`config.mk`:
```
export PLATFORM = sky130hd
export DESIGN_NAME = csrb_register_bank
export DESIGN_NICKNAME = d
export VERILOG_FILES = /design/src/design/csrb_pkg.sv /design/src/design/csrb_register_bank.sv /design/src/design/csrb_sync.sv
export SDC_FILE = /design/constraint.sdc
export NUM_CORES = 1
export LEC_CHECK = 0
export BUFFER_PORTS_ARGS = -buffer_cell sky130_fd_sc_hd__clkbuf_2
export CAP_MARGIN = 20
export CORE_UTILIZATION = 56
export CTS_CLUSTER_SIZE = 10
export DETAILED_ROUTE_END_ITERATION = 8
export PLACE_DENSITY = 0.77
export RECOVER_POWER = 100
export SLEW_MARGIN = 30
export SYNTH_ARGS = -nofsm -noshare
export SYNTH_HDL_FRONTEND = slang
export SYNTH_SLANG_ARGS = --single-unit
```
`constraint.sdc`:
```
create_clock -name i_core_clk -period 2.9 [get_ports i_core_clk]
set_clock_uncertainty 0.1 [all_clocks]
set_input_delay 0 -clock i_core_clk [delete_from_list [all_inputs] [get_ports i_core_clk]]
set_output_delay 0 -clock i_core_clk [all_outputs]
set_load 0.1 [all_outputs]
```
`src/design/csrb_pkg.sv`:
```
/*
 * Shared constants of the charger register bank: codes, layouts, resets,
 * timing and states. Assumes a single 10 MHz core clock.
 */
package csrb_pkg;

   // 7-bit slave address
   localparam logic [6:0] SLAVE_ADDR = 7'h09;

   // command codes
   localparam logic [7:0] CMD_OPTION = 8'h12;
   localparam logic [7:0] CMD_CHG_CURRENT = 8'h14;
   localparam logic [7:0] CMD_CHG_VOLTAGE = 8'h15;
   localparam logic [7:0] CMD_IN_CURRENT = 8'h3F;
   localparam logic [7:0] CMD_MAKER_ID = 8'hFE;
   localparam logic [7:0] CMD_PART_ID = 8'hFF;

   // option register layout
   localparam logic [15:0] OPT_RST = 16'h7904;
   localparam logic [15:0] OPT_WMASK = 16'hFFE7;
   localparam int OPT_DGL_LONG = 15;
   localparam int OPT_WD_LSB = 13;
   localparam int OPT_DEPL_LSB = 11;
   localparam int OPT_FREQ_UP = 10;
   localparam int OPT_FREQ_EN = 9;
   localparam int OPT_SHORT_LSB = 7;
   localparam int OPT_LEARN = 6;
   localparam int OPT_MON_SEL = 5;
   localparam int OPT_OVC_LSB = 1;
   localparam int OPT_INHIBIT = 0;

   // watchdog period codes
   localparam logic [1:0] WD_OFF = 2'h0;
   localparam logic [1:0] WD_44 = 2'h1;
   localparam logic [1:0] WD_88 = 2'h2;

   // setting fields and resets
   localparam int CC_LSB = 6;
   localparam int CC_W = 7;
   localparam int CV_LSB = 4;
   localparam int CV_W = 11;
   localparam int IC_LSB = 7;
   localparam int IC_W = 6;
   localparam logic [15:0] CC_RST = 16'h0000;
   localparam logic [15:0] CV_RST = 16'h0000;
   localparam logic [15:0] IC_RST = 16'h1000;

   // legal setting ranges, in register codes
   localparam logic [CC_W-1:0] CC_MIN_CODE = 7'h02;
   localparam logic [CV_W-1:0] CV_MIN_CODE = 11'h040;
   localparam logic [CV_W-1:0] CV_MAX_CODE = 11'h4B0;

   // timing
   localparam int unsigned CLK_HZ = 10000000;
   localparam int unsigned T_DGL_SHORT_MS = 150;
   localparam int unsigned T_DGL_LONG_MS = 1300;
   localparam int unsigned T_WD_44_S = 44;
   localparam int unsigned T_WD_88_S = 88;
   localparam int unsigned T_WD_175_S = 175;
   localparam int unsigned DGL_SHORT_CYC = T_DGL_SHORT_MS * (CLK_HZ / 1000);
   localparam int unsigned DGL_LONG_CYC = T_DGL_LONG_MS * (CLK_HZ / 1000);
   localparam int unsigned WD_44_CYC = T_WD_44_S * CLK_HZ;
   localparam int unsigned WD_88_CYC = T_WD_88_S * CLK_HZ;
   localparam int unsigned WD_175_CYC = T_WD_175_S * CLK_HZ;

   // bus engine states
   typedef enum logic [2:0] {
      ST_IDLE = 3'b000,
      ST_ADDR = 3'b001,
      ST_CMD = 3'b010,
      ST_WLO = 3'b011,
      ST_WHI = 3'b100,
      ST_RSTART = 3'b101,
      ST_RLO = 3'b110,
      ST_RHI = 3'b111
   } csrb_state_e;

endpackage : csrb_pkg

```
`src/design/csrb_register_bank.sv`:
```
/*
 * Charger command register bank behind a serial bus (word read/write)
 * slave, with watchdog, discharge cycle and adapter-present deglitch.
 * Assumes pins and comparator results arrive asynchronously; the
 * analogue side consumes the setting outputs.
 */
// Overview of operation
// - six commands by word write or read; command byte selects.
// - identity registers FE and FF read-only, fixed 16-bit codes.
// - option register 12 read/write, resets to 7904.
// - charge current 14 read/write, 7-bit, resets to zero.
// - charge voltage 15 read/write, 11-bit, resets to zero.
// - input current 3F read/write, 6-bit, resets to 1000.
// - option bit 15 picks adapter-present rise deglitch, 150ms or 1.3s.
// - long deglitch only after adapter switch turned on then off.
// - watchdog suspends charging without current or voltage write in time.
// - suspended charging resumes on next current or voltage write.
// - option bits 12:11 select battery depletion threshold fraction.
// - depletion in discharge: battery switch off, adapter switch on.
// - writing 1 to option bit 6 starts discharge cycle; reset value 0.
// - bit 6 self-clears on completion; writing 0 aborts.
// - option bit 9 enables frequency shift, bit 10 picks its direction.
// - option bits 8:7 select high-side short threshold.
// - option bit 5 routes current monitor output source.
// - option bits 2:1 set input overcurrent threshold or disable it.
// - bus answers only with supply above lockout and adapter detect valid.
// - slave only, address 09 (7-bit); never starts a transfer.
// - out-of-range charge current write clears register, stops charging.
module csrb_register_bank #(
   parameter logic [31:0] DGL_SHORT_CYC = csrb_pkg::DGL_SHORT_CYC,
   parameter logic [31:0] DGL_LONG_CYC = csrb_pkg::DGL_LONG_CYC,
   parameter logic [31:0] WD_44_CYC = csrb_pkg::WD_44_CYC,
   parameter logic [31:0] WD_88_CYC = csrb_pkg::WD_88_CYC,
   parameter logic [31:0] WD_175_CYC = csrb_pkg::WD_175_CYC,
   // identity values are arbitrary
   parameter logic [15:0] MAKER_ID_VAL = 16'h00A5,
   parameter logic [15:0] PART_ID_VAL = 16'h005A
) (
   // clock and reset
   input wire logic i_core_clk,
   input wire logic i_reset_n,
   // serial bus pins
   input wire logic i_scl,
   input wire logic i_sda,
   output logic o_sda_out,
   output logic o_sda_oe_n,
   // analogue status
   input wire logic i_supply_lockout,
   input wire logic i_adapter_detect_ok,
   input wire logic i_adapter_present_raw,
   input wire logic i_battery_depleted,
   // power path and charge control
   output logic o_adapter_present_flag,
   output logic o_adapter_path_switch,
   output logic o_battery_path_switch,
   output logic o_charge_enable,
   // option fields
   output logic [1:0] o_depletion_sel,
   output logic o_freq_adj_en,
   output logic o_freq_adj_up,
   output logic [1:0] o_high_side_short_threshold,
   output logic o_current_monitor_output_sel,
   output logic [1:0] o_input_overcurrent_limit,
   output logic o_charge_inhibit,
   // settings
   output logic [6:0] o_charge_current,
   output logic [10:0] o_charge_voltage,
   output logic [5:0] o_input_current
);

   logic [5:0] sync_q;
   logic scl_s, sda_s, lock_s, adet_s, ap_s, depl_s;
   logic scl_q, sda_q;
   logic scl_rise, scl_fall, start_c, stop_c, comm_en;
   csrb_pkg::csrb_state_e st;
   logic [3:0] cnt;
   logic [7:0] shreg;
   logic [7:0] cmd;
   logic [7:0] lo_byte;
   logic mack;
   logic tx;
   logic cmd_ok;
   logic [15:0] rd_word;
   logic wr_stb;
   logic [7:0] wr_cmd;
   logic [15:0] wr_data;
   logic [15:0] opt;
   logic [31:0] wd_cnt;
   logic [31:0] wd_lim;
   logic charge_run;
   logic [31:0] dg_cnt;
   logic [31:0] dg_lim;
   logic long_armed;
   logic ac_sw_q;
   logic wr_cc, wr_cv, wr_ic, wr_opt;
   logic [6:0] wr_cc_code;
   logic [10:0] wr_cv_code;

   csrb_sync #(
      .W(6)
   ) u_sync (
      .i_core_clk(i_core_clk),
      .i_reset_n(i_reset_n),
      .i_async({i_scl, i_sda, i_supply_lockout, i_adapter_detect_ok,
                i_adapter_present_raw, i_battery_depleted}),
      .o_sync(sync_q)
   );

   assign {scl_s, sda_s, lock_s, adet_s, ap_s, depl_s} = sync_q;

   // bus edge and condition detection
   always_ff @(posedge i_core_clk or negedge i_reset_n) begin
      if (!i_reset_n) begin
         scl_q <= 1'b1;
         sda_q <= 1'b1;
      end else begin
         scl_q <= scl_s;
         sda_q <= sda_s;
      end
   end

   assign scl_rise = scl_s & ~scl_q;
   assign scl_fall = ~scl_s & scl_q;
   assign start_c = scl_s & scl_q & sda_q & ~sda_s;
   assign stop_c = scl_s & scl_q & ~sda_q & sda_s;
   assign comm_en = ~lock_s & adet_s;
   assign tx = (st == csrb_pkg::ST_RLO) || (st == csrb_pkg::ST_RHI);

   // data is acknowledged or returned only for the six commands; any command byte is acknowledged
   always_comb begin
      cmd_ok = 1'b1;
      rd_word = 16'h0000;
      case (cmd)
         csrb_pkg::CMD_OPTION: rd_word = opt;
         csrb_pkg::CMD_CHG_CURRENT: rd_word = 16'(o_charge_current) << csrb_pkg::CC_LSB;
         csrb_pkg::CMD_CHG_VOLTAGE: rd_word = 16'(o_charge_voltage) << csrb_pkg::CV_LSB;
         csrb_pkg::CMD_IN_CURRENT: rd_word = 16'(o_input_current) << csrb_pkg::IC_LSB;
         csrb_pkg::CMD_MAKER_ID: rd_word = MAKER_ID_VAL;
         csrb_pkg::CMD_PART_ID: rd_word = PART_ID_VAL;
         default: cmd_ok = 1'b0;
      endcase
   end

   // byte engine; slave only, never drives scl
   always_ff @(posedge i_core_clk or negedge i_reset_n) begin
      if (!i_reset_n) begin
         st <= csrb_pkg::ST_IDLE;
         cnt <= 4'h0;
         shreg <= 8'h00;
         cmd <= 8'h00;
         lo_byte <= 8'h00;
         mack <= 1'b0;
         o_sda_oe_n <= 1'b1;
         wr_stb <= 1'b0;
         wr_cmd <= 8'h00;
         wr_data <= 16'h0000;
      end else begin
         wr_stb <= 1'b0;
         if (!comm_en || stop_c) begin
            st <= csrb_pkg::ST_IDLE;
            cnt <= 4'h0;
            o_sda_oe_n <= 1'b1;
         end else if (start_c) begin
            st <= csrb_pkg::ST_ADDR;
            cnt <= 4'h0;
            o_sda_oe_n <= 1'b1;
         end else if (scl_rise) begin
            if (cnt < 4'h8) begin
               cnt <= cnt + 4'h1;
               if (!tx) begin
                  shreg <= {shreg[6:0], sda_s};
               end
            end else if (cnt == 4'h9) begin
               mack <= ~sda_s;
            end
         end else if (scl_fall && (st != csrb_pkg::ST_IDLE || cnt == 4'h9)) begin
            if (cnt == 4'h8) begin
               cnt <= 4'h9;
               o_sda_oe_n <= 1'b1;
               case (st)
                  csrb_pkg::ST_ADDR: begin
                     if (shreg[7:1] == csrb_pkg::SLAVE_ADDR) begin
                        o_sda_oe_n <= 1'b0;
                        st <= shreg[0] ? csrb_pkg::ST_RSTART : csrb_pkg::ST_CMD;
                     end else begin
                        st <= csrb_pkg::ST_IDLE;
                     end
                  end
                  csrb_pkg::ST_CMD: begin
                     cmd <= shreg;
                     o_sda_oe_n <= 1'b0;
                     st <= csrb_pkg::ST_WLO;
                  end
                  csrb_pkg::ST_WLO: begin
                     if (cmd_ok) begin
                        lo_byte <= shreg;
                        o_sda_oe_n <= 1'b0;
                        st <= csrb_pkg::ST_WHI;
                     end else begin
                        st <= csrb_pkg::ST_IDLE;
                     end
                  end
                  csrb_pkg::ST_WHI: begin
                     o_sda_oe_n <= 1'b0;
                     wr_stb <= 1'b1;
                     wr_cmd <= cmd;
                     wr_data <= {shreg, lo_byte};
                     st <= csrb_pkg::ST_IDLE;
                  end
                  default: ;
               endcase
            end else if (cnt == 4'h9) begin
               cnt <= 4'h0;
               o_sda_oe_n <= 1'b1;
               case (st)
                  csrb_pkg::ST_RSTART: begin
                     if (cmd_ok) begin
                        shreg <= {rd_word[6:0], 1'b0};
                        o_sda_oe_n <= rd_word[7];
                        st <= csrb_pkg::ST_RLO;
                     end else begin
                        st <= csrb_pkg::ST_IDLE;
                     end
                  end
                  csrb_pkg::ST_RLO: begin
                     if (mack) begin
                        shreg <= {rd_word[14:8], 1'b0};
                        o_sda_oe_n <= rd_word[15];
                        st <= csrb_pkg::ST_RHI;
                     end else begin
                        st <= csrb_pkg::ST_IDLE;
                     end
                  end
                  csrb_pkg::ST_RHI: st <= csrb_pkg::ST_IDLE;
                  default: ;
               endcase
            end else if (tx && cnt != 4'h0) begin
               o_sda_oe_n <= shreg[7];
               shreg <= {shreg[6:0], 1'b0};
            end
         end
      end
   end

   // the line is only ever pulled low
   always_ff @(posedge i_core_clk or negedge i_reset_n) begin
      if (!i_reset_n) begin
         o_sda_out <= 1'b0;
      end else begin
         o_sda_out <= 1'b0;
      end
   end

   // write decode; identity commands fall through
   assign wr_opt = wr_stb && wr_cmd == csrb_pkg::CMD_OPTION;
   assign wr_cc = wr_stb && wr_cmd == csrb_pkg::CMD_CHG_CURRENT;
   assign wr_cv = wr_stb && wr_cmd == csrb_pkg::CMD_CHG_VOLTAGE;
   assign wr_ic = wr_stb && wr_cmd == csrb_pkg::CMD_IN_CURRENT;
   assign wr_cc_code = wr_data[csrb_pkg::CC_LSB +: csrb_pkg::CC_W];
   assign wr_cv_code = wr_data[csrb_pkg::CV_LSB +: csrb_pkg::CV_W];

   // option register; hardware clears the discharge bit on depletion
   always_ff @(posedge i_core_clk or negedge i_reset_n) begin
      if (!i_reset_n) begin
         opt <= csrb_pkg::OPT_RST;
      end else if (wr_opt) begin
         opt <= wr_data & csrb_pkg::OPT_WMASK;
      end else if (opt[csrb_pkg::OPT_LEARN] && depl_s) begin
         opt[csrb_pkg::OPT_LEARN] <= 1'b0;
      end
   end

   assign o_depletion_sel = opt[csrb_pkg::OPT_DEPL_LSB +: 2];
   assign o_freq_adj_en = opt[csrb_pkg::OPT_FREQ_EN];
   assign o_freq_adj_up = opt[csrb_pkg::OPT_FREQ_UP];
   assign o_high_side_short_threshold = opt[csrb_pkg::OPT_SHORT_LSB +: 2];
   assign o_current_monitor_output_sel = opt[csrb_pkg::OPT_MON_SEL];
   assign o_input_overcurrent_limit = opt[csrb_pkg::OPT_OVC_LSB +: 2];
   assign o_charge_inhibit = opt[csrb_pkg::OPT_INHIBIT];

   // charge current setting
   always_ff @(posedge i_core_clk or negedge i_reset_n) begin
      if (!i_reset_n) begin
         o_charge_current <= csrb_pkg::CC_RST[csrb_pkg::CC_LSB +: csrb_pkg::CC_W];
      end else if (wr_cc) begin
         if (wr_cc_code < csrb_pkg::CC_MIN_CODE) begin
            o_charge_current <= 7'h00;
         end else begin
            o_charge_current <= wr_cc_code;
         end
      end
   end

   // charge voltage setting
   always_ff @(posedge i_core_clk or negedge i_reset_n) begin
      if (!i_reset_n) begin
         o_charge_voltage <= csrb_pkg::CV_RST[csrb_pkg::CV_LSB +: csrb_pkg::CV_W];
      end else if (wr_cv) begin
         if (wr_cv_code < csrb_pkg::CV_MIN_CODE || wr_cv_code > csrb_pkg::CV_MAX_CODE) begin
            o_charge_voltage <= 11'h000;
         end else begin
            o_charge_voltage <= wr_cv_code;
         end
      end
   end

   // input current setting
   always_ff @(posedge i_core_clk or negedge i_reset_n) begin
      if (!i_reset_n) begin
         o_input_current <= csrb_pkg::IC_RST[csrb_pkg::IC_LSB +: csrb_pkg::IC_W];
      end else if (wr_ic) begin
         o_input_current <= wr_data[csrb_pkg::IC_LSB +: csrb_pkg::IC_W];
      end
   end

   // watchdog period select
   always_comb begin
      case (opt[csrb_pkg::OPT_WD_LSB +: 2])
         csrb_pkg::WD_44: wd_lim = WD_44_CYC;
         csrb_pkg::WD_88: wd_lim = WD_88_CYC;
         default: wd_lim = WD_175_CYC;
      endcase
   end

   // watchdog: restarted by any current or voltage write
   always_ff @(posedge i_core_clk or negedge i_reset_n) begin
      if (!i_reset_n) begin
         wd_cnt <= 32'h0000_0000;
         charge_run <= 1'b1;
      end else if (wr_cc || wr_cv) begin
         wd_cnt <= 32'h0000_0000;
         charge_run <= 1'b1;
      end else if (opt[csrb_pkg::OPT_WD_LSB +: 2] == csrb_pkg::WD_OFF) begin
         wd_cnt <= 32'h0000_0000;
      end else if (charge_run) begin
         if (wd_cnt >= wd_lim - 32'h1) begin
            charge_run <= 1'b0;
         end else begin
            wd_cnt <= wd_cnt + 32'h1;
         end
      end
   end

   // charge permitted only with both settings live
   always_ff @(posedge i_core_clk or negedge i_reset_n) begin
      if (!i_reset_n) begin
         o_charge_enable <= 1'b0;
      end else begin
         o_charge_enable <= charge_run && o_charge_current != 7'h00
                            && o_charge_voltage != 11'h000 && !opt[csrb_pkg::OPT_INHIBIT];
      end
   end

   // arm long deglitch on first switch-off
   always_ff @(posedge i_core_clk or negedge i_reset_n) begin
      if (!i_reset_n) begin
         ac_sw_q <= 1'b0;
         long_armed <= 1'b0;
      end else begin
         ac_sw_q <= o_adapter_path_switch;
         if (ac_sw_q && !o_adapter_path_switch) begin
            long_armed <= 1'b1;
         end
      end
   end

   assign dg_lim = (opt[csrb_pkg::OPT_DGL_LONG] && long_armed) ? DGL_LONG_CYC : DGL_SHORT_CYC;

   // deglitch rises only; falls pass at once
   always_ff @(posedge i_core_clk or negedge i_reset_n) begin
      if (!i_reset_n) begin
         dg_cnt <= 32'h0000_0000;
         o_adapter_present_flag <= 1'b0;
      end else if (!ap_s) begin
         dg_cnt <= 32'h0000_0000;
         o_adapter_present_flag <= 1'b0;
      end else if (!o_adapter_present_flag) begin
         if (dg_cnt >= dg_lim - 32'h1) begin
            o_adapter_present_flag <= 1'b1;
         end else begin
            dg_cnt <= dg_cnt + 32'h1;
         end
      end
   end

   // power path selection
   always_ff @(posedge i_core_clk or negedge i_reset_n) begin
      if (!i_reset_n) begin
         o_adapter_path_switch <= 1'b0;
         o_battery_path_switch <= 1'b1;
      end else begin
         o_adapter_path_switch <= o_adapter_present_flag && !opt[csrb_pkg::OPT_LEARN];
         o_battery_path_switch <= opt[csrb_pkg::OPT_LEARN] || !o_adapter_present_flag;
      end
   end

endmodule : csrb_register_bank

```
`src/design/csrb_sync.sv`:
```
/*
 * Two-flop synchroniser bank for inputs from outside the core clock.
 * Assumes asynchronous active-low reset; outputs reset low.
 */
module csrb_sync #(
   parameter int W = 1
) (
   // clock and reset
   input wire logic i_core_clk,
   input wire logic i_reset_n,
   // async in, synced out
   input wire logic [W-1:0] i_async,
   output logic [W-1:0] o_sync
);

   logic [W-1:0] meta;

   for (genvar g = 0; g < W; g++) begin : g_bit
      always_ff @(posedge i_core_clk or negedge i_reset_n) begin
         if (!i_reset_n) begin
            meta[g] <= 1'b0;
            o_sync[g] <= 1'b0;
         end else begin
            meta[g] <= i_async[g];
            o_sync[g] <= meta[g];
         end
      end
   end

endmodule : csrb_sync

```
==> summary.md, run 1 <==
| Metric | Value |
|---|---|
| Largest net degree at the start of global routing | just over 60 |
| Final Hold Fails | 0 |
| Total iterations of the first detailed-routing run | 5 |
| Sum of buffers and inverters on the critical path | 3 |
| Total global routing track utilization | 27.4% |
| Sum of net half-perimeters after detailed placement | 14900 µm |
| Die ar. | 17100 µm² |
| Total number of H-tree levels | 4 |
| Final setup viols | 19 |
| Worst-case clock buffer depth | 2 |
| Fraction of synthesis flops using an asynchronous set or reset pin | 100% |
| Type of element launching the critical path | flop |
| Final global-route overflow total | 0 |
| Pwr/cell area | 476 nW/µm² |
| Number of antenna violations at the first check in global routing | 0 |
| Cells along the critical path | inv_4 -> ha_4 -> ha_1 -> a21oi_2 -> nand2_1 -> a31oi_1 -> o2111a_2 -> buf_4 -> o211ai_1 -> buf_4 -> or4_4 -> a21oi_2 |
| Unrepaired setup endpoints after global routing | true |
| Run status | complete, but fails checks |
| Synthesized netlist cell count | between 800 and 900 |
| Relative max-transition margin | -0.372% |
| Pre-CTS worst setup slack | -0.274 ns |
| Later-pin clock latency in the skew report | 0.43 ns |
| Time the worst path needs with I/O delays and setup | a little over 3 ns |
| Synth warn | 0 |
| Final count of pins violating max slew | slightly above 60 |
| Routability congestion estimate | about 0.90 |
| Clk sink count | between 150 and 200 |
| Share of the clock period used by the worst path after layout | 105% |
| Crit. End Element | flop |
| Post-placement cell count | between 1000 and 1500 |
| Post-Synthesis Net Count | around 930 |
| Worst-case setup margin in the final layout | -0.155 ns |
| Master cell of the clock root buffer | sky130_fd_sc_hd__clkbuf_16 |
| Number of nets in the layout | about 1000 |
| Via count of the first global-routing pass | approximately 7100 |
| Count of state elements after synthesis | approximately 180 |
| Sequential cell area fraction in the yosys report | 48.5% |
| Global-route wire length before repair | 35900 µm |
| Netlist Area Pre-Place | just over 9000 µm² |
| Area Growth Syn to Fin | 18.2% |
| Post-layout instance count excluding filler cells | roughly 1200 |
| Port Buffer Count | 46 |
| Unique masters post-synth | between 70 and 80 |
| Violations in the final reports | max-capacitance violations, max-slew violations, negative setup slack |
| Routed vias | ~7500 |
| Top FF cell, synth | sky130_fd_sc_hd__dfrtp_1 |
| Area post-placement | roughly 9900 µm² |
| Effective utilization at floorplan | 58.0% |
| CTS tree | built |
| Die outline height | between 100 and 150 µm |
| Finished layout cell area | 11000 µm² |
| Clock transition time at the flip-flop clock pins of the worst setup and hold paths | ~0.07 ns |
| Final Util | 68.5% |
| Clock buffer count from CTS | 17 |
| Fmax | roughly 330 MHz |
| Static leakage | roughly 4.7 nW |
| Family with the most delay on the worst path | compound AO/OA/AOI/OAI gates |
| # DRC | 0 |
| Ports | 48 |
| Core area | 16000 µm² |
| Mean instance size in the synthesized netlist | ~10 µm² |
| Peak VDD IR | 415 µV |
| Share of post-route cells with drive strength above 1 | between 20% and 30% |
| Delay contributed by the slowest stage of the critical path | approximately 0.59 ns |
| Number of nets with antenna violations after routing | 0 |
| Routed wirelength normalized by instance count | between 15 and 20 µm |
| Data arrival time at the worst-slack endpoint | about 3.3 ns |
| Slowest cell on the critical path | sky130_fd_sc_hd__dfstp_2 |
| Data required time of the worst path | 3.16 ns |
| First-iteration detailed-routing DRC count | 720 |
| Kind of path behind the tightest hold check | primary input to flop |
| Ant. Diodes | 0 |
| Site row count | 46 |
| Worst Setup Path Type | flop to flop |
| Slew @ Worst Pin | 1.51 ns |
| Crit Path Max Fanout | 6 |
| Die width | about 130 µm |
| Number of synthesized flops with an enable pin | 0 |
| Vias per std cell | around 6.2 |
| WL final | ~23000 µm |
| Number of maximum-capacitance violations | 1 |
## layer usage
layer	GRT usage (%)	share of wire, %	vias up
met5	0	0	-
met4	8.52	2.0	0
met3	5.90	6.1	49
met2	43.4	47	276
met1	37.8	45	3708
li1	-	-	3458
## power by group
group / leakage (nW) / internal, mW / total (mW) / switching [mW]
sequential: 2.43 / 2.53 / 2.57 / 0.0406
clock: 0.308 / 1.52 / 2.48 / 0.963
combinational: 1.99 / 0.0554 / 0.168 / 0.113
## through the flow
step | hold slack, ns | TNS (ns) | total power, mW
floorplan | -0.396 | -0.0938 | 2.69
global route | 0.100 | -5.69 | 5.39
CTS | 0.0243 | -0.551 | 5.26
global placement | -0.0863 | -2.05 | 2.77
detailed placement | -0.0839 | -4.72 | 2.78
finish | 0.110 | -1.13 | 5.22
## cell usage after synthesis, types with 22 or more instances
cell type | number | area share (%)
sky130_fd_sc_hd__a21oi_1 | 50 | 2.7
sky130_fd_sc_hd__mux2_2 | 65 | 7.9
sky130_fd_sc_hd__dfrtp_1 | 167 | 45
sky130_fd_sc_hd__o21ai_0 | 43 | 2.3
sky130_fd_sc_hd__inv_1 | 27 | 1.1
sky130_fd_sc_hd__nand2_1 | 67 | 2.7
sky130_fd_sc_hd__nor2_1 | 69 | 2.8
sky130_fd_sc_hd__xor2_1 | 22 | 2.1
sky130_fd_sc_hd__ha_1 | 32 | 4.3
sky130_fd_sc_hd__nand3_1 | 33 | 1.8
sky130_fd_sc_hd__nand4_1 | 23 | 1.6
## cell usage in the layout, fill, tap and decap left out, drive strengths merged, types with 7 or more instances in the layout
master / n
clkbuf: 80
and2: 18
o211ai: 9
nor2: 69
a211oi: 7
a21oi: 51
or3: 24
nor3: 11
dfrtp: 167
nand2b: 9
and3: 11
mux2: 65
nand2: 67
o21a: 9
dlygate4sd3: 7
buf: 50
nand4: 25
ha: 32
xnor2: 14
nor4: 15
inv: 30
xor2: 22
o31ai: 14
o21ai: 45
dfstp: 12
a22o: 9
nand3: 33
or4: 13
## area by class of cell
type	count	area [µm²]
clock buffers	22	474
clock inverters	10	170
fillers	1170	5040
inverters	27	106
multi-input cells	645	4740
flip-flops and latches	179	4490
well taps	216	270
repair buffers	115	707
## timing repair
item                                    in CTS  in global routing
cloned                                       1                  0
hold buffers                                 7                  0
endpoints found under the hold margin      119                  0
setup buffers                                8                  4
pin swaps                                   12                 18
endpoints found under the setup margin      34                 44
resized for setup                           41                 33
## worst reg2reg max path, cell delays in order (launching register included)
cell and delay (ns):
sky130_fd_sc_hd__dfstp_2 0.59, sky130_fd_sc_hd__inv_4 0.08, sky130_fd_sc_hd__ha_4 0.19, sky130_fd_sc_hd__ha_1 0.33
sky130_fd_sc_hd__a21oi_2 0.15, sky130_fd_sc_hd__nand2_1 0.07, sky130_fd_sc_hd__a31oi_1 0.16, sky130_fd_sc_hd__o2111a_2 0.27
sky130_fd_sc_hd__buf_4 0.12, sky130_fd_sc_hd__o211ai_1 0.14, sky130_fd_sc_hd__buf_4 0.20, sky130_fd_sc_hd__or4_4 0.42
sky130_fd_sc_hd__a21oi_2 0.16
## final timing paths
check | end | depth (start not counted) | start | slack (ns)
hold reg to reg | u_sync.o_sync[1]$_DFF_PN0_ | 0 | u_sync.meta[1]$_DFF_PN0_ | 0.25
hold / removal | u_sync.meta[3]$_DFF_PN0_ | 2 | i_supply_lockout | 0.11
min in group asynchronous | wd_cnt[24]$_DFFE_PN0P_ | 2 | i_reset_n | 0.36
setup / recovery | wd_cnt[14]$_DFFE_PN0P_ | 12 | opt[13]$_DFFE_PN1P_ | -0.16
setup reg to reg | wd_cnt[14]$_DFFE_PN0P_ | 12 | opt[13]$_DFFE_PN1P_ | -0.16
max in group asynchronous | dg_cnt[31]$_DFFE_PN0P_ | 3 | i_reset_n | 0.69
## flip-flops by register name (all words and copies together), names as in the netlist, 7 cells and up
signal,count
shreg,8
wr_cmd,8
wr_data,15
o_charge_current,7
cmd,8
o_charge_voltage,11
wd_cnt,32
lo_byte,7
opt,14
dg_cnt,32
## logic make-up (layout without fill, tap and decap cells)
logic type / Yosys count / count (layout) / synth area share [%]
AO/OA/AOI/OAI: 183 / 183 / 12.8
XOR/XNOR: 36 / 36 / 3.40
adder cells (fa/ha/maj): 32 / 32 / 4.32
buffers and inverters: 67 / 174 / 3.67
flip-flops: 179 / 179 / 48.5
multiplexers: 70 / 70 / 8.43
other: 1 / 1 / 0.0404
AND/OR/NAND/NOR: 323 / 323 / 18.9
Note: power is estimated with default switching activity, not from simulation.
==> inputs of run 2 (changes only) <==
- PLACE_DENSITY: 0.77 -> not set
- PLACE_DENSITY_LB_ADDON: not set -> 0.3
==> summary.md, run 2 (synthesized netlist as in run 1, its figures left out) <==
| Metric | Value |
|---|---|
| Total number of H-tree levels | 4 (unchanged) |
| Unrepaired setup endpoints after global routing | true |
| Later-pin clock latency in the skew report | 0.44 ns (about the same) |
| Total iterations of the first detailed-routing run | 7 (+2) |
| CTS tree | built |
| Area Growth Syn to Fin | 19.3% |
| Total global routing track utilization | 28.1% (+0.73 points) |
| Clock buffer count from CTS | 17 (unchanged) |
| Master cell of the clock root buffer | sky130_fd_sc_hd__clkbuf_16 |
| Leading cell type in the layout, fill and taps excluded | sky130_fd_sc_hd__dfrtp_1 |
| First-iteration detailed-routing DRC count | 752 (+4.4%) |
| Vias per std cell | 6.29 (+1.9%) |
| Slew @ Worst Pin | 1.74 ns (+0.236 ns) |
| Footprint of the multi-input gates | 4810 µm² (+1.4%) |
| Largest registers in the final layout | dg_cnt (32), wd_cnt (32), wr_data (15) |
| Number of nets in the layout | 1028 (+0.29%) |
| Number of nets with antenna violations after routing | 0 (unchanged) |
| Die ar. | 17100 µm² (unchanged) |
| Final Hold Fails | 0 (unchanged) |
| Pwr/cell area | 460 nW/µm² (-3.5%) |
| Sum of negative setup slack | -3.15 ns (-2.01 ns) |
| Clock transition time at the flip-flop clock pins of the worst setup and hold paths | 0.07 ns (about the same) |
| Ports | 48 (unchanged) |
| Routed wirelength normalized by instance count | 19.3 µm (+4.1%) |
| Pre-CTS worst setup slack | -0.245 ns (+0.0281 ns) |
| Relative max-transition margin | -16.1% (-16 points) |
| Type of element launching the critical path | flop |
| Critical R2R Launch | opt[14]$_DFFE_PN1P_ |
| WL final | 23500 µm (+4.3%) |
| Fmax | 313 MHz (-4.2%) |
| Number of maximum-capacitance violations | 1 (unchanged) |
| Crit. End Element | flop |
| Most frequent cells in the layout | sky130_fd_sc_hd__dfrtp_1 (167), sky130_fd_sc_hd__nor2_1 (68), sky130_fd_sc_hd__nand2_1 (65), sky130_fd_sc_hd__mux2_2 (65), sky130_fd_sc_hd__clkbuf_1 (48) |
| Post-layout instance count excluding filler cells | 1217 (+0.25%) |
| Effective utilization at floorplan | 58.0% (unchanged) |
| Global-route wire length before repair | 36700 µm (+2.3%) |
| Ant. Diodes | 0 (unchanged) |
| Die width | 131 µm (unchanged) |
| Core area | 16000 µm² (unchanged) |
| Final Total Pwr | 5.09 mW (-2.6%) |
| Port Buffer Count | 46 (unchanged) |
| Run status | complete, but fails checks |
| Final count of pins violating max slew | 73 (+20%) |
| Crit Path Max Fanout | 6 (unchanged) |
| Time the worst path needs with I/O delays and setup | 3.19 ns (+0.135 ns) |
| Data required time of the worst path | 3.10 ns (-0.06 ns) |
| Die outline height | 131 µm (unchanged) |
| Kind of path behind the tightest hold check | primary input to flop |
| # DRC | 0 (unchanged) |
| Routability congestion estimate | 0.926 (+3.4%) |
| Worst hold path startpoint | i_adapter_detect_ok |
| Worst-case setup margin in the final layout | -0.290 ns (-0.135 ns) |
| Data arrival time at the worst-slack endpoint | 3.39 ns (+0.08 ns) |
| Worst Setup Path Type | flop to flop |
| Via count of the first global-routing pass | 7269 (+2.1%) |
| Routed vias | 7651 (+2.1%) |
| Share of the clock period used by the worst path after layout | 110% (+4.6 points) |
| Static leakage | 4.75 nW (+0.48%) |
| Site row count | 46 (unchanged) |
| Sum of net half-perimeters after detailed placement | 14900 µm (+0.14%) |
| Final global-route overflow total | 0 (unchanged) |
| Final setup viols | 27 (+8) |
| Combined flip-flop and latch cell area | 4490 µm² (unchanged) |
| Crit. Startpoint | opt[14]$_DFFE_PN1P_ |
| Final-layout fill cell count | 1216 (+3.9%) |
| Worst-case clock buffer depth | 2 (unchanged) |
| Peak VDD IR | 450 µV (+8.4%) |
| Post-placement cell count | 1159 (-0.26%) |
| Largest net degree at the start of global routing | 73 (+18%) |
| Clk sink count | 179 (unchanged) |
| Violations in the final reports | max-capacitance violations, max-slew violations, negative setup slack |
| Number of antenna violations at the first check in global routing | 0 (unchanged) |
| Share of post-route cells with drive strength above 1 | 24.5% (+1.5 points) |
run 2: layout make-up:
cell class	instances	area share, %
clock buffer	22	4.29
clock inverter	10	1.11
inverter	27	1.01
multi-input combinational	645	43.4
sequential	179	40.6
tap	216	2.44
timing repair buffer	118	7.10
run 2: final timing paths:
kind,cells past startpoint,slack [ns],endpoint
min in group asynchronous,2,0.43,wd_cnt[10]$_DFFE_PN0P_
worst min-delay path,2,0.11,u_sync.meta[2]$_DFF_PN0_
worst max-delay path,13,-0.29,wd_cnt[14]$_DFFE_PN0P_
max in group asynchronous,3,0.64,shreg[6]$_DFFE_PN0P_
worst max register to register,13,-0.29,wd_cnt[14]$_DFFE_PN0P_
worst min register to register,0,0.25,u_sync.o_sync[0]$_DFF_PN0_
run 2: timing repair:
item,in CTS,in global routing
setup buffers,13,3
setup endpoints to repair,31,58
gates cloned,2,2
hold buffers,7,0
endpoints found under the hold margin,124,0
gates resized for setup,46,70
pin swaps,18,38
run 2: where the power goes:
part,leakage [nW],switching [mW],internal (mW)
sequential,2.43,0.0398,2.53
combinational,2.04,0.114,0.0552
clock,0.284,1.00,1.35
total,4.75,1.15,3.93
run 2: layer usage:
metal / track usage (%) / up-vias / routed length, µm
li1: - / 3465 / -
met1: 37.9 / 3781 / 10100
met2: 44.4 / 334 / 11000
met3: 6.92 / 71 / 1820
met4: 9.80 / 0 / 629
met5: 0 / - / 0
run 2: per-stage QoR:
step / util (%) / hold slack, ns / area [µm²]
2_1_floorplan: - / -0.396 / 9280
3_3_place_gp: 62.0 / -0.0648 / 9920
3_5_place_dp: 62.0 / -0.0657 / 9920
4_1_cts: 68.2 / 0.0381 / 10900
5_1_grt: 69.2 / 0.103 / 11100
6_report: 69.2 / 0.108 / 11100
run 2: worst max-delay path: stages (launching register included):
cell and delay [ns]:
sky130_fd_sc_hd__dfstp_2 0.57, sky130_fd_sc_hd__inv_4 0.07, sky130_fd_sc_hd__ha_4 0.18, sky130_fd_sc_hd__inv_4 0.08, sky130_fd_sc_hd__ha_1 0.26, sky130_fd_sc_hd__a21oi_2 0.18
sky130_fd_sc_hd__a211oi_1 0.07, sky130_fd_sc_hd__o21a_1 0.23, sky130_fd_sc_hd__a211oi_4 0.28, sky130_fd_sc_hd__buf_4 0.18, sky130_fd_sc_hd__o211ai_1 0.14, sky130_fd_sc_hd__buf_4 0.22
sky130_fd_sc_hd__o31ai_1 0.39, sky130_fd_sc_hd__a21oi_2 0.11
